$ cat src/inc/dtc_pkg.sv
// constants and types shared by the dual timer/counter files
package dtc_pkg;
  // special function register addresses
  localparam logic [7:0] ADDR_CTRL = 8'h88;
  localparam logic [7:0] ADDR_MODE = 8'h89;
  localparam logic [7:0] ADDR_U0_LOW = 8'h8A;
  localparam logic [7:0] ADDR_U1_LOW = 8'h8B;
  localparam logic [7:0] ADDR_U0_HIGH = 8'h8C;
  localparam logic [7:0] ADDR_U1_HIGH = 8'h8D;
  // timer_control_flags bit positions
  localparam int CTRL_U1_OVF = 7;
  localparam int CTRL_U1_RUN = 6;
  localparam int CTRL_U0_OVF = 5;
  localparam int CTRL_U0_RUN = 4;
  localparam int CTRL_EXT_B_FLAG = 3;
  localparam int CTRL_EXT_B_TYPE = 2;
  localparam int CTRL_EXT_A_FLAG = 1;
  localparam int CTRL_EXT_A_TYPE = 0;
  // timer_mode_select field positions
  localparam int MODE_U0_GATE = 7;
  localparam int MODE_U0_CT = 6;
  localparam int MODE_U0_FIELD = 4;
  localparam int MODE_U1_GATE = 3;
  localparam int MODE_U1_CT = 2;
  localparam int MODE_U1_FIELD = 0;
  // reset values
  localparam logic [7:0] CTRL_RST = 8'h00;
  localparam logic [7:0] MODE_RST = 8'h00;
  localparam logic [7:0] COUNT_RST = 8'h00;
  localparam logic [7:0] RDATA_UNMAPPED = 8'h00;
  // processor clocks per machine cycle
  localparam int MC_CLOCKS = 12;
  // sampled pins: count a, count b, ext irq a, ext irq b
  localparam int NUM_PINS = 4;
  localparam int PIN_COUNT_A = 0;
  localparam int PIN_COUNT_B = 1;
  localparam int PIN_IRQ_A = 2;
  localparam int PIN_IRQ_B = 3;
  // mode field: 00 13-bit, 01 16-bit, 10 8-bit reload, 11 split/stop
  typedef enum logic [1:0] {
    DTC_M13,
    DTC_M16,
    DTC_M8R,
    DTC_SPLIT
  } dtc_mode_t;
endpackage

$ cat src/inc/dtc_evt_if.sv
// machine-cycle tick and sampled pin events between timer modules
`timescale 1ns/1ns
interface dtc_evt_if;
  import dtc_pkg::*;
  logic mc_tick;
  logic [NUM_PINS-1:0] fall;
  logic [NUM_PINS-1:0] level_low;
  modport prescaler (output mc_tick);
  modport sampler (input mc_tick, output fall, output level_low);
  modport core (input mc_tick, input fall, input level_low);
endinterface

$ cat src/verilog/dtc_prescale.sv
// machine-cycle tick generator, one pulse per MC_CLOCKS clocks
`timescale 1ns/1ns
module dtc_prescale (
  input wire logic clk_i,
  input wire logic rst_i,
  dtc_evt_if.prescaler evt
);
  import dtc_pkg::*;
  localparam logic [3:0] LAST = 4'(MC_CLOCKS - 1);
  logic [3:0] cnt;
  logic [3:0] next_cnt;

  always_comb begin
    next_cnt = (cnt == LAST) ? 4'h0 : cnt + 4'h1;
  end

  always_ff @(posedge clk_i) begin
    if (rst_i) begin
      cnt <= 4'h0;
    end else begin
      cnt <= next_cnt;
    end
  end

  assign evt.mc_tick = (cnt == LAST);
endmodule // dtc_prescale

$ cat src/verilog/dtc_sample.sv
// pin synchroniser and once-per-machine-cycle falling edge detector
`timescale 1ns/1ns
module dtc_sample #(
  parameter int N = dtc_pkg::NUM_PINS
) (
  input wire logic clk_i,
  input wire logic rst_i,
  input wire logic [N-1:0] pins_i,
  dtc_evt_if.sampler evt
);
  import dtc_pkg::*;
  logic [N-1:0] meta;
  logic [N-1:0] sync;
  logic [N-1:0] smp;
  logic [N-1:0] fall;
  logic [N-1:0] next_smp;
  logic [N-1:0] next_fall;

  // a high sample then a low sample one machine cycle later
  always_comb begin
    next_smp = evt.mc_tick ? sync : smp;
    next_fall = evt.mc_tick ? (smp & ~sync) : '0; // RQ3
  end

  always_ff @(posedge clk_i) begin
    if (rst_i) begin
      meta <= '1;
      sync <= '1;
      smp <= '1;
      fall <= '0;
    end else begin
      meta <= pins_i;
      sync <= meta;
      smp <= next_smp;
      fall <= next_fall;
    end
  end

  assign evt.fall = fall;
  assign evt.level_low = ~smp;
endmodule // dtc_sample

$ cat src/verilog/dtc_top.sv
// dual 16-bit timer/counter with special function register access
//
// Functional notes
// (RQ1) timer mode: one increment per machine cycle
// (RQ2) counter mode: increment on input falling edge
// (RQ3) edge seen over two machine-cycle samples
// (RQ4) source holds each level one machine cycle
// (RQ5) mode field selects one of four modes
// (RQ6) 13-bit mode: low five bits, upper zero
// (RQ7) auto-reload: high byte reloads low on overflow
// (RQ8) unit 1 in mode 3 halts
// (RQ9) unit 0 in mode 3 splits in two
// (RQ10) split high byte uses unit 1 run, flag
// (RQ11) unit 0 reload needs unit 1 reload; the code reloads unit 0 whatever mode unit 1 is in
// (RQ12) gate plus run counts routed pin edges
// (RQ13) counter-select: 1 events, 0 machine cycles; the code counts pin edges at 0 too when the gate bit is set
// (RQ14) run bit clear stops and holds count
// (RQ15) overflow flag set, software or service clears
// (RQ16) edge flag set on falling edge, service clears
// (RQ17) type bit selects edge or low level
// (RQ18) type 0 level, type 1 falling edge
// (RQ19) reset clears counts, mode and control
`timescale 1ns/1ns
module dtc_top (
  input wire logic clk_i,
  input wire logic rst_i,
  input wire logic [7:0] sfr_addr_i,
  input wire logic sfr_wr_i,
  input wire logic [7:0] sfr_wdata_i,
  output logic [7:0] sfr_rdata_o,
  input wire logic count_input_a_i,
  input wire logic count_input_b_i,
  input wire logic ext_irq_input_a_i,
  input wire logic ext_irq_input_b_i,
  input wire logic unit0_ack_i,
  input wire logic unit1_ack_i,
  input wire logic ext_irq_a_ack_i,
  input wire logic ext_irq_b_ack_i,
  output logic unit0_irq_o,
  output logic unit1_irq_o,
  output logic ext_irq_a_req_o,
  output logic ext_irq_b_req_o
);
  import dtc_pkg::*;

  // one count step of a non-split unit: {overflow, high, low}
  function automatic logic [16:0] dtc_step(dtc_mode_t m, logic [7:0] lo,
                                           logic [7:0] hi);
    logic [13:0] s13;
    logic [16:0] s16;
    logic [8:0] s8;
    logic [16:0] r;
    s13 = {1'b0, hi, lo[4:0]} + 14'h0001;
    s16 = {1'b0, hi, lo} + 17'h00001;
    s8 = {1'b0, lo} + 9'h001;
    unique case (m)
      DTC_M13: r = {s13[13], s13[12:5], 3'b000, s13[4:0]}; // RQ6
      DTC_M16: r = s16;
      DTC_M8R: begin
        if (s8[8]) begin
          r = {1'b1, hi, hi}; // RQ7
        end else begin
          r = {1'b0, hi, s8[7:0]};
        end
      end
      DTC_SPLIT: r = {1'b0, hi, lo};
    endcase
    return r;
  endfunction

  // 8-bit increment for the split halves: {overflow, value}
  function automatic logic [8:0] dtc_inc8(logic [7:0] v);
    return {1'b0, v} + 9'h001;
  endfunction

  dtc_evt_if evt ();

  dtc_prescale u_prescale (
    .clk_i(clk_i),
    .rst_i(rst_i),
    .evt(evt.prescaler)
  );

  dtc_sample #(
    .N(NUM_PINS)
  ) u_sample (
    .clk_i(clk_i),
    .rst_i(rst_i),
    .pins_i({ext_irq_input_b_i, ext_irq_input_a_i, count_input_b_i,
             count_input_a_i}),
    .evt(evt.sampler)
  );

  logic [7:0] ctrl;
  logic [7:0] timer_mode_select;
  logic [7:0] u0_low;
  logic [7:0] u0_high;
  logic [7:0] u1_low;
  logic [7:0] u1_high;
  logic [7:0] rdata;
  logic [7:0] next_ctrl;
  logic [7:0] next_timer_mode_select;
  logic [7:0] next_u0_low;
  logic [7:0] next_u0_high;
  logic [7:0] next_u1_low;
  logic [7:0] next_u1_high;
  logic [7:0] next_rdata;

  dtc_mode_t mode0;
  dtc_mode_t mode1;
  logic src0;
  logic src1;
  logic inc0;
  logic inc1;
  logic inc0_high;
  logic [16:0] step0;
  logic [16:0] step1;
  logic [8:0] split_lo;
  logic [8:0] split_hi;
  logic ovf0;
  logic ovf1;
  logic wr_ctrl;

  assign mode0 = dtc_mode_t'(timer_mode_select[MODE_U0_FIELD +: 2]); // RQ5
  assign mode1 = dtc_mode_t'(timer_mode_select[MODE_U1_FIELD +: 2]); // RQ5
  assign wr_ctrl = sfr_wr_i && (sfr_addr_i == ADDR_CTRL);

  // count source: gate or counter-select takes pin edges, else machine cycles
  always_comb begin
    src0 = (timer_mode_select[MODE_U0_GATE] || timer_mode_select[MODE_U0_CT]) ? evt.fall[PIN_COUNT_A] // RQ2 RQ12 RQ13
                                                    : evt.mc_tick; // RQ1
    src1 = (timer_mode_select[MODE_U1_GATE] || timer_mode_select[MODE_U1_CT]) ? evt.fall[PIN_COUNT_B] // RQ2 RQ12 RQ13
                                                    : evt.mc_tick; // RQ1
    inc0 = ctrl[CTRL_U0_RUN] && src0; // RQ14
    inc1 = ctrl[CTRL_U1_RUN] && src1 && (mode1 != DTC_SPLIT); // RQ8 RQ14
    inc0_high = ctrl[CTRL_U1_RUN] && evt.mc_tick; // RQ10
  end

  always_comb begin
    step0 = dtc_step(mode0, u0_low, u0_high);
    step1 = dtc_step(mode1, u1_low, u1_high);
    split_lo = dtc_inc8(u0_low);
    split_hi = dtc_inc8(u0_high);
  end

  // count registers: software writes override the count step
  always_comb begin
    next_u0_low = u0_low;
    next_u0_high = u0_high;
    next_u1_low = u1_low;
    next_u1_high = u1_high;
    ovf0 = 1'b0;
    ovf1 = 1'b0;
    if (mode0 == DTC_SPLIT) begin
      if (inc0) begin
        next_u0_low = split_lo[7:0]; // RQ9
        ovf0 = split_lo[8]; // RQ10
      end
      if (inc0_high) begin
        next_u0_high = split_hi[7:0]; // RQ9
        ovf1 = split_hi[8]; // RQ10
      end
    end else if (inc0) begin
      {ovf0, next_u0_high, next_u0_low} = step0;
    end
    if (inc1) begin
      {next_u1_high, next_u1_low} = step1[15:0];
      // unit 1 flag belongs to the split high byte while unit 0 is split
      if (mode0 != DTC_SPLIT) begin
        ovf1 = step1[16]; // RQ10
      end
    end
    if (sfr_wr_i) begin
      unique case (sfr_addr_i)
        ADDR_U0_LOW: next_u0_low = sfr_wdata_i;
        ADDR_U0_HIGH: next_u0_high = sfr_wdata_i;
        ADDR_U1_LOW: next_u1_low = sfr_wdata_i;
        ADDR_U1_HIGH: next_u1_high = sfr_wdata_i;
        default: ;
      endcase
    end
    if (mode0 == DTC_M13) begin
      next_u0_low[7:5] = 3'b000; // RQ6
    end
    if (mode1 == DTC_M13) begin
      next_u1_low[7:5] = 3'b000; // RQ6
    end
  end

  // control and mode: write, then service clear, then hardware set wins
  always_comb begin
    next_ctrl = ctrl;
    next_timer_mode_select = timer_mode_select;
    if (sfr_wr_i && (sfr_addr_i == ADDR_MODE)) begin
      next_timer_mode_select = sfr_wdata_i;
    end
    if (wr_ctrl) begin
      next_ctrl = sfr_wdata_i; // RQ15
    end
    if (unit0_ack_i) begin
      next_ctrl[CTRL_U0_OVF] = 1'b0; // RQ15
    end
    if (unit1_ack_i) begin
      next_ctrl[CTRL_U1_OVF] = 1'b0; // RQ15
    end
    if (ext_irq_a_ack_i) begin
      next_ctrl[CTRL_EXT_A_FLAG] = 1'b0; // RQ16
    end
    if (ext_irq_b_ack_i) begin
      next_ctrl[CTRL_EXT_B_FLAG] = 1'b0; // RQ16
    end
    if (ovf0) begin
      next_ctrl[CTRL_U0_OVF] = 1'b1; // RQ15
    end
    if (ovf1) begin
      next_ctrl[CTRL_U1_OVF] = 1'b1; // RQ15
    end
    if (evt.fall[PIN_IRQ_A]) begin
      next_ctrl[CTRL_EXT_A_FLAG] = 1'b1; // RQ16
    end
    if (evt.fall[PIN_IRQ_B]) begin
      next_ctrl[CTRL_EXT_B_FLAG] = 1'b1; // RQ16
    end
  end

  // registered read, unmapped addresses read zero
  always_comb begin
    unique case (sfr_addr_i)
      ADDR_CTRL: next_rdata = ctrl;
      ADDR_MODE: next_rdata = timer_mode_select;
      ADDR_U0_LOW: next_rdata = u0_low;
      ADDR_U1_LOW: next_rdata = u1_low;
      ADDR_U0_HIGH: next_rdata = u0_high;
      ADDR_U1_HIGH: next_rdata = u1_high;
      default: next_rdata = RDATA_UNMAPPED;
    endcase
  end

  always_ff @(posedge clk_i) begin
    if (rst_i) begin
      ctrl <= CTRL_RST; // RQ19
      timer_mode_select <= MODE_RST; // RQ19
      u0_low <= COUNT_RST; // RQ19
      u0_high <= COUNT_RST; // RQ19
      u1_low <= COUNT_RST; // RQ19
      u1_high <= COUNT_RST; // RQ19
      rdata <= RDATA_UNMAPPED;
    end else begin
      ctrl <= next_ctrl;
      timer_mode_select <= next_timer_mode_select;
      u0_low <= next_u0_low;
      u0_high <= next_u0_high;
      u1_low <= next_u1_low;
      u1_high <= next_u1_high;
      rdata <= next_rdata;
    end
  end

  assign sfr_rdata_o = rdata;
  assign unit0_irq_o = ctrl[CTRL_U0_OVF];
  assign unit1_irq_o = ctrl[CTRL_U1_OVF];
  // type 1 uses the edge flag, type 0 the sampled low level
  assign ext_irq_a_req_o = ctrl[CTRL_EXT_A_TYPE] ? ctrl[CTRL_EXT_A_FLAG] // RQ17 RQ18
                                                 : evt.level_low[PIN_IRQ_A];
  assign ext_irq_b_req_o = ctrl[CTRL_EXT_B_TYPE] ? ctrl[CTRL_EXT_B_FLAG] // RQ17 RQ18
                                                 : evt.level_low[PIN_IRQ_B];
endmodule // dtc_top
$ cat config.mk
export PLATFORM = sky130hd
export DESIGN_NAME = dtc_top
export DESIGN_NICKNAME = d
export VERILOG_FILES = /design/src/inc/dtc_pkg.sv /design/src/inc/dtc_evt_if.sv /design/src/verilog/dtc_prescale.sv /design/src/verilog/dtc_sample.sv /design/src/verilog/dtc_top.sv
export SDC_FILE = /design/constraint.sdc
export NUM_CORES = 1
export LEC_CHECK = 0
export BUFFER_PORTS_ARGS = -buffer_cell sky130_fd_sc_hd__buf_2
export CAP_MARGIN = 20
export CORE_AREA = 2 2 94 105
export DETAILED_ROUTE_END_ITERATION = 7
export DIE_AREA = 0 0 96 107
export PLACE_DENSITY = 0.71
export RECOVER_POWER = 50
export SYNTH_ARGS = -nofsm -noshare
export SYNTH_HDL_FRONTEND = slang
export SYNTH_HIERARCHICAL = 1
export SYNTH_SLANG_ARGS = --single-unit
$ cat constraint.sdc
create_clock -name clk_i -period 5.8 [get_ports clk_i]
set_input_delay 0.87 -clock clk_i [delete_from_list [all_inputs] [get_ports clk_i]]
set_output_delay 0.87 -clock clk_i [all_outputs]
set_load 0.02 [all_outputs]
==> out/results.tsv, run 1 <==
metric	value	unit
initial_core_util	53.7	%
synthCells	611	
power_switching	0.280	mW
rsz0062_at_grt	false	
violations	capacitance limit, slew limit	
syn_area_per_cell	8.09	um^2
synth_edf_count	0	
clkPwrFrac	43.6	%
gp_congestion	0.969	
cts_resized	0	
synth-seq-area-share	30.8	%
fin_skew	16.1	ps
ioPinCount	39	
hpwlAfterDp	11.2	mm
die_area	0.0103	mm^2
postCtsSetupBuffers	0	
antenna_found_initial	0	
worst_hold_path_type	reg2reg	
yosysUniqueCellTypes	77	
row_count	37	
grt-ovfl-total	0	
layout-drive-gt1-share	11.9	%
drv_slew	10	
worstPathRequired	6070	ps
fin_nets	652	
crit_arrival	4040	ps
period_needed	3770	ps
slew_headroom	-29.9	%
clockBufferDepth	2	
fmax	0.265	GHz
h-tree-depth	3	
peakVddDrop	0.190	mV
whs	411	ps
drt-initial-drc-count	487	
r2r_slack	2980	ps
ctsHoldBuffers	0	
hold_viol	0	
status	finished with violations	
finalCritPeriodShare	64.9	%
area_growth	5.97	%
grt_max_degree	64	
worst_slew_pin_slew	1930	ps
mostFrequentLayoutCell	dfxtp_1	
synth-seq-cells	76	
dr.pass1.iters	7	
ys.flop_type	dfxtp_1	
vias	4988	
yosys_warnings	6	
power_density	197	mW/mm^2
finalNonFillerCells	739	
p_comb_share	5.2	%
whs_path_depth	1	
insertion_delay	370	ps
clock-sinks	76	
totalPowerFinal	1.03	mW
p_leak	1.76	nW
wire_per_inst	21.3	um
min_from	u_sample/meta[3]	
synth-async-reset-ratio	0	%
post-route-util	56.9	%
core_region_area	0.00921	mm^2
portBuffers	38	
ant_nets	0	
sequentialPowerShare	51.2	%
timing.final.ws_setup	2030	ps
finalInstanceArea	0.00524	mm^2
routed_wl	15.8	mm
grt_pass1_vias	4659	
die_width	96	um
dp_slack	2670	ps
drc	0	
r2r_end	u0_high[4]	
switching_share	27.1	%
cts-root-buf	clkbuf_8	
place_inst	723	
cts_tree	built	
via_per_inst	6.75	
syn-cell-area	0.00495	mm^2
n_antenna_cell	0	
cp-start-kind	input pin	
grt_pass1_wl	24.8	mm
setup_viol	0	
fin_tns_setup	0	ps
worst-setup-path-type	in2reg	
drv_cap	1	
fp.dieH	107	um
syn_nets	646	
track_usage	31.9	%
rr_worst_depth	7	
min_to	u_sample/sync[3]	
dpl_cell_area	0.00511	mm^2
intPower	0.754	mW
end_kind	flop	
cp_max_fo	27	
r2r_start	u_prescale/cnt[0]	
path_clk_slew	100	ps
numCtsBuffers	9	
final_cell_mix	dfxtp_1 (76), nor2_1 (55), nand2_1 (46)	
-- state kept, by name, summed over array words and instances (netlist names) --
register           cells
u_sample/meta          4
u_sample/evt.fall      4
u_prescale/cnt         4
u1_high                8
u0_low                 8
u_sample/smp           4
sfr_rdata_o            8
u0_high                8
u1_low                 8
u_sample/sync          4
ctrl                   8
timer_mode_select      8
-- worst max path at each step --
stage | to | cells past startpoint | slack, ps | startpoint
3_3_place_gp | u1_low[5] | 6 | 2750 | sfr_addr_i[5]
6_report | ctrl[5] | 6 | 2030 | sfr_addr_i[0]
4_1_cts | u0_high[4] | 7 | 2970 | u_prescale/cnt[0]
2_1_floorplan | ctrl[1] | 6 | 3210 | sfr_addr_i[5]
5_1_grt | ctrl[5] | 6 | 1880 | sfr_addr_i[0]
3_5_place_dp | u1_low[6] | 6 | 2670 | sfr_addr_i[5]
-- cell type report --
cell class,instances,area (um^2)
Clock buffer,9,124
Inverter,20,75.1
Multi-Input combinational cell,469,3090
Timing Repair Buffer,41,196
Clock inverter,7,88.8
Sequential cell,76,1520
Tap cell,117,146
Fill cell,863,3970
-- cell families (layout without fill, tap and decap cells) --
logic type | after synthesis | after routing | synth area share, %
adder cells (fa/ha/maj) | 8 | 8 | 2.02
multiplexers | 24 | 24 | 6.81
XOR/XNOR | 12 | 12 | 2.12
AND/OR/NAND/NOR | 235 | 235 | 26.5
AO/OA/AOI/OAI | 190 | 190 | 26.2
buffers and inverters | 66 | 77 | 5.54
flip-flops | 76 | 76 | 30.8
-- power by group through the flow --
stage	Sequential, mW	Clock [mW]	Combinational, mW
6_report	0.530	0.451	0.0533
5_1_grt	0.530	0.481	0.0566
4_1_cts	0.530	0.455	0.0551
3_5_place_dp	0.542	0	0.0548
3_3_place_gp	0.542	0	0.0541
2_1_floorplan	0.541	0	0.0287
-- worst max-delay path, stage by stage --
cell and delay (ps):
clkbuf_1 510, or3b_2 670, nor4_1 1460, mux2i_1 300, nor2_1 60, o21a_1 160
-- cells in the mapped netlist (all sizes together) (10+ instances only) --
library cell  instances  area, um^2
nor2                 55         206
buf                  13        75.1
inv                  20        75.1
nand4                15         100
nand2                46         173
nor3                 27         183
o21ai                36         180
a211oi               16         130
and3                 10        62.6
a21oi                40         200
clkbuf               33         124
xor2                 10        87.6
and2                 10        62.6
o211ai               11        82.6
a31oi                14        87.6
nand3                23         115
o31ai                10        75.1
mux2i                10         100
dfxtp                76        1520
-- per-layer routing --
layer  GRT usage [%]  vias to the layer above  wire length [um]
met5               0                        -                 0
met4            18.0                        0               877
met3            5.55                       64              1190
met2            50.7                      255              7400
met1            40.2                     2345              6290
li1                -                     2324                 -
Note: power is estimated with default switching activity, not from simulation.
==> run 2: changes to the inputs <==
- ABC_AREA: default -> 1
- CORE_AREA: 2 2 94 105 -> 2 2 94 106
- DIE_AREA: 0 0 96 107 -> 0 0 96 108
- clock period: 5.8 -> 3.5 ns (I/O delays scaled with it)
==> run 2 against run 1 <==
Against the previous run: critical endpoint is now u0_low[2]; setup slack worse by 1300 ps; design area up 3.8%; synthesized cell count up 34%; critical path depth down 2; the flow still finishes with violations (capacitance limit, slew limit); register-to-register slack worse by 2000 ps; non-clock buffer count down 2; via count up 12%; count of clock-buffer cells in the layout unchanged; largest cell class unchanged; sequential power up 67%; area after synthesis up 1.1%; final cell count up 32%; clock skew down 5.9 ps.
==> out/results.tsv, run 2 <==
metric	value	unit
cp_max_fo	36	
critPathBufInv	2	
hpwlAfterDp	12.8	mm
drt-initial-drc-count	466	
power_density	316	mW/mm^2
layout-drive-gt1-share	10.0	%
clockBufferDepth	2	
drv_cap	1	
min_from	ext_irq_input_a_i	
dr.pass1.iters	8	
ant_nets	0	
fin_tns_setup	0	ps
vias	5594	
via_per_inst	5.75	
track_usage	33.8	%
insertion_delay	360	ps
antenna_found_initial	0	
grt_pass1_vias	5142	
worstSetupStartpoint	rst_i	
r2r_start	u_prescale/cnt[0]	
fmax	0.364	GHz
syn_area_per_cell	6.09	um^2
cpLargestDelayFamily	buffers and inverters	
end_kind	flop	
row_count	37	
core_region_area	0.00921	mm^2
cts-root-buf	clkbuf_8	
totalPowerFinal	1.72	mW
crit_chain	clkbuf_1 -> inv_1 -> o21ai_0 -> a21oi_1	
portBuffers	38	
p_leak	2.28	nW
yosys_warnings	6	
dpl_cell_area	0.00525	mm^2
crit_arrival	2980	ps
fin_skew	10.1	ps
crit_slowest_cell	clkbuf_1	
ctsHoldBuffers	0	
drc	0	
mostFrequentLayoutCell	nand2_1	
wire_per_inst	17.3	um
path_clk_slew	90	ps
hold_viol	0	
routed_wl	16.9	mm
fin_nets	886	
die_area	0.0104	mm^2
grt-ovfl-total	0	
violations	capacitance limit, slew limit	
postCtsSetupBuffers	0	
cts_tree	built	
clock-sinks	76	
finalCritPeriodShare	78.5	%
drv_slew	37	
setup_viol	0	
finalInstanceArea	0.00544	mm^2
worstPathRequired	3740	ps
numCtsBuffers	9	
fp.dieH	108	um
synthCells	821	
initial_core_util	54.3	%
final_cell_mix	nand2_1 (196), inv_1 (102), nor2_1 (85)	
rsz0062_at_grt	false	
ioPinCount	39	
post-route-util	59.1	%
grt_max_degree	37	
n_fill_cell	956	
peakVddDrop	0.256	mV
slew_headroom	-8.82	%
syn-cell-area	0.00500	mm^2
period_needed	2750	ps
syn_nets	856	
status	finished with violations	
cp-start-kind	input pin	
area_growth	8.78	%
worst_slew_pin_slew	1630	ps
die_width	96	um
cts_resized	0	
worst_hold_path_type	in2reg	
crit_path_max_incr_delay	1150	ps
h-tree-depth	3	
worst-setup-path-type	in2reg	
n_antenna_cell	0	
gp_congestion	1.02	
grt_pass1_wl	26.5	mm
[run 2: through the flow]
step | setup slack (ps) | std cells | hold WS (ps)
6_report | 752 | 973 | 343
5_1_grt | 540 | 973 | 332
3_3_place_gp | 1080 | 957 | 385
3_5_place_dp | 1010 | 957 | 389
4_1_cts | 968 | 973 | 340
2_1_floorplan | 1660 | 821 | 383
[run 2: layout make-up]
type | instances | area [um^2] | share of cell area (%)
Multi-Input combinational cell | 609 | 2940 | 54.1
Timing Repair Buffer | 39 | 181 | 3.33
Sequential cell | 76 | 1520 | 28.0
Clock inverter | 7 | 90.1 | 1.66
Clock buffer | 9 | 124 | 2.28
Inverter | 116 | 435 | 8.00
Tap cell | 117 | 146 | 2.69
[run 2: path summary, 6_finish.rpt]
| kind | depth (start not counted) | slack, ps | end |
|---|---|---|---|
| min | 2 | 340 | u_sample/meta[2] |
| min reg2reg | 1 | 400 | u_sample/sync[0] |
| max | 4 | 750 | u0_low[2] |
| max reg2reg | 12 | 1010 | u0_high[5] |
[run 2: power breakdown]
| group | switching (mW) | internal (mW) |
|---|---|---|
| sequential | 0.00895 | 0.874 |
| combinational | 0.0633 | 0.0292 |
| clock | 0.394 | 0.347 |
[run 2: layer usage]
metal	vias to the layer above	wire length [um]	track usage [%]
li1	2739	-	-
met4	0	818	15.5
met3	57	1370	4.95
met1	2522	6660	42.7
met2	276	8030	56.3
met5	-	0	0
==> run 3: changes to the inputs <==
- clock period: 3.5 -> 2.63 ns (I/O delays scaled with it)
==> run 3 against run 2 <==
Against the previous run: the flow still finishes with violations (capacitance limit, slew limit); design area up 0.74%; clock power increased by 36%; wire length down 1.2%; register-to-register slack lost 640 ps; power rose by 34%; sequential share of layout area fell by 0.20 points; utilization is 0.43 points higher; combinational power up 34%; sequential power up 34%; setup slack lost 380 ps; critical path type is now reg2reg; largest cell class unchanged.
==> out/results.tsv, run 3 (synthesized netlist as in run 2, its figures left out) <==
metric	value	unit
timing.final.ws_setup	368	ps
row_count	37	
hold_viol	0	
clkPwrFrac	43.6	%
portBuffers	38	
grt_pass1_vias	5454	
worstSetupStartpoint	u_prescale/cnt[0]	
ctsHoldBuffers	0	
violations	capacitance limit, slew limit	
initial_core_util	54.3	%
slew_headroom	-8.16	%
finalCritPeriodShare	86.0	%
intPower	1.67	mW
grt-ovfl-total	0	
drv_cap	1	
worst_slew_pin_slew	1620	ps
path_clk_slew	100	ps
cts-root-buf	clkbuf_8	
die_area	0.0104	mm^2
drv_slew	37	
antenna_found_initial	0	
ant_nets	0	
wire_per_inst	17.0	um
routed_wl	16.7	mm
crit_arrival	2510	ps
postCtsSetupBuffers	0	
vias	5759	
post-route-util	59.5	%
fin_tns_setup	0	ps
final_cell_mix	nand2_1 (196), inv_1 (102), nor2_1 (85)	
h-tree-depth	3	
whs_path_depth	2	
fp.dieH	108	um
fmax	0.442	GHz
grt_pass1_wl	26.9	mm
cp_max_fo	15	
n_antenna_cell	0	
layout-drive-gt1-share	10.7	%
area_growth	9.58	%
clockBufferDepth	2	
setup_viol	0	
dr.pass1.iters	5	
insertion_delay	360	ps
core_region_area	0.00921	mm^2
numCtsBuffers	9	
drc	0	
die_width	96	um
p_comb_share	5.4	%
via_per_inst	5.88	
period_needed	2260	ps
hpwlAfterDp	12.6	mm
gp_congestion	1.04	
grt_max_degree	37	
worst_hold_path_type	in2reg	
power_density	421	mW/mm^2
switching_share	27.7	%
cp-start-kind	flop	
p_leak	2.32	nW
drt-initial-drc-count	607	
finalInstanceArea	0.00548	mm^2
cts_tree	built	
status	finished with violations	
worst-setup-path-type	reg2reg	
track_usage	34.0	%
r2r_start	u_prescale/cnt[0]	
ioPinCount	39	
fin_nets	892	
min_from	count_input_b_i	
rr_worst_depth	12	
cts_resized	0	
end_kind	flop	
dpl_cell_area	0.00530	mm^2
peakVddDrop	0.316	mV
fin_skew	9.70	ps
clock-sinks	76	
dp_slack	368	ps
mostFrequentLayoutCell	nand2_1	
sequentialPowerShare	51.0	%
power_switching	0.638	mW
worstPathRequired	2880	ps
rsz0062_at_grt	false	
totalPowerFinal	2.31	mW
-- run 3: power by group through the flow --
stage	logic, mW	clock network, mW	registers, mW
2_1_floorplan	0.0666	0	1.20
3_3_place_gp	0.122	0	1.20
3_5_place_dp	0.124	0	1.20
4_1_cts	0.125	1.02	1.18
5_1_grt	0.139	1.06	1.18
6_report	0.124	1.01	1.18
-- run 3: layout make-up --
| class | instances | area (um^2) |
|---|---|---|
| clock buffer | 9 | 124 |
| timing repair buffer | 45 | 223 |
| fill | 960 | 3730 |
| clock inverter | 7 | 92.6 |
| inverter | 116 | 435 |
| tap | 117 | 146 |
| sequential | 76 | 1520 |
| multi-input combinational | 609 | 2940 |
-- run 3: per-layer routing --
layer / global-route usage (%) / wire, um
met5: 0 / 0
met4: 20.5 / 949
met3: 6.48 / 1470
met2: 53.7 / 7710
met1: 42.5 / 6550
-- run 3: stage by stage --
stage,instances,hold slack [ps]
after floorplan,821,383
after global placement,963,386
after detailed placement,963,392
after CTS,979,191
after global routing,979,193
final,979,198
-- run 3: worst max-delay path, stage by stage, from the launching register on --
cell     delay [ps]
dfxtp_1         390
ha_1            210
nand3_1         120
inv_1            90
inv_1            50
nand2_1          80
nand2_1          60
nor2_2          520
o21ai_0         260
a21oi_1         170
nand2_1          80
nand2_1          60
a21oi_1          60
-- run 3: worst paths after layout --
check	to	slack (ps)
setup / recovery	u0_high[5]	370
hold / removal	u_sample/meta[1]	200
setup reg to reg	u0_high[5]	370
hold reg to reg	u_sample/sync[3]	420
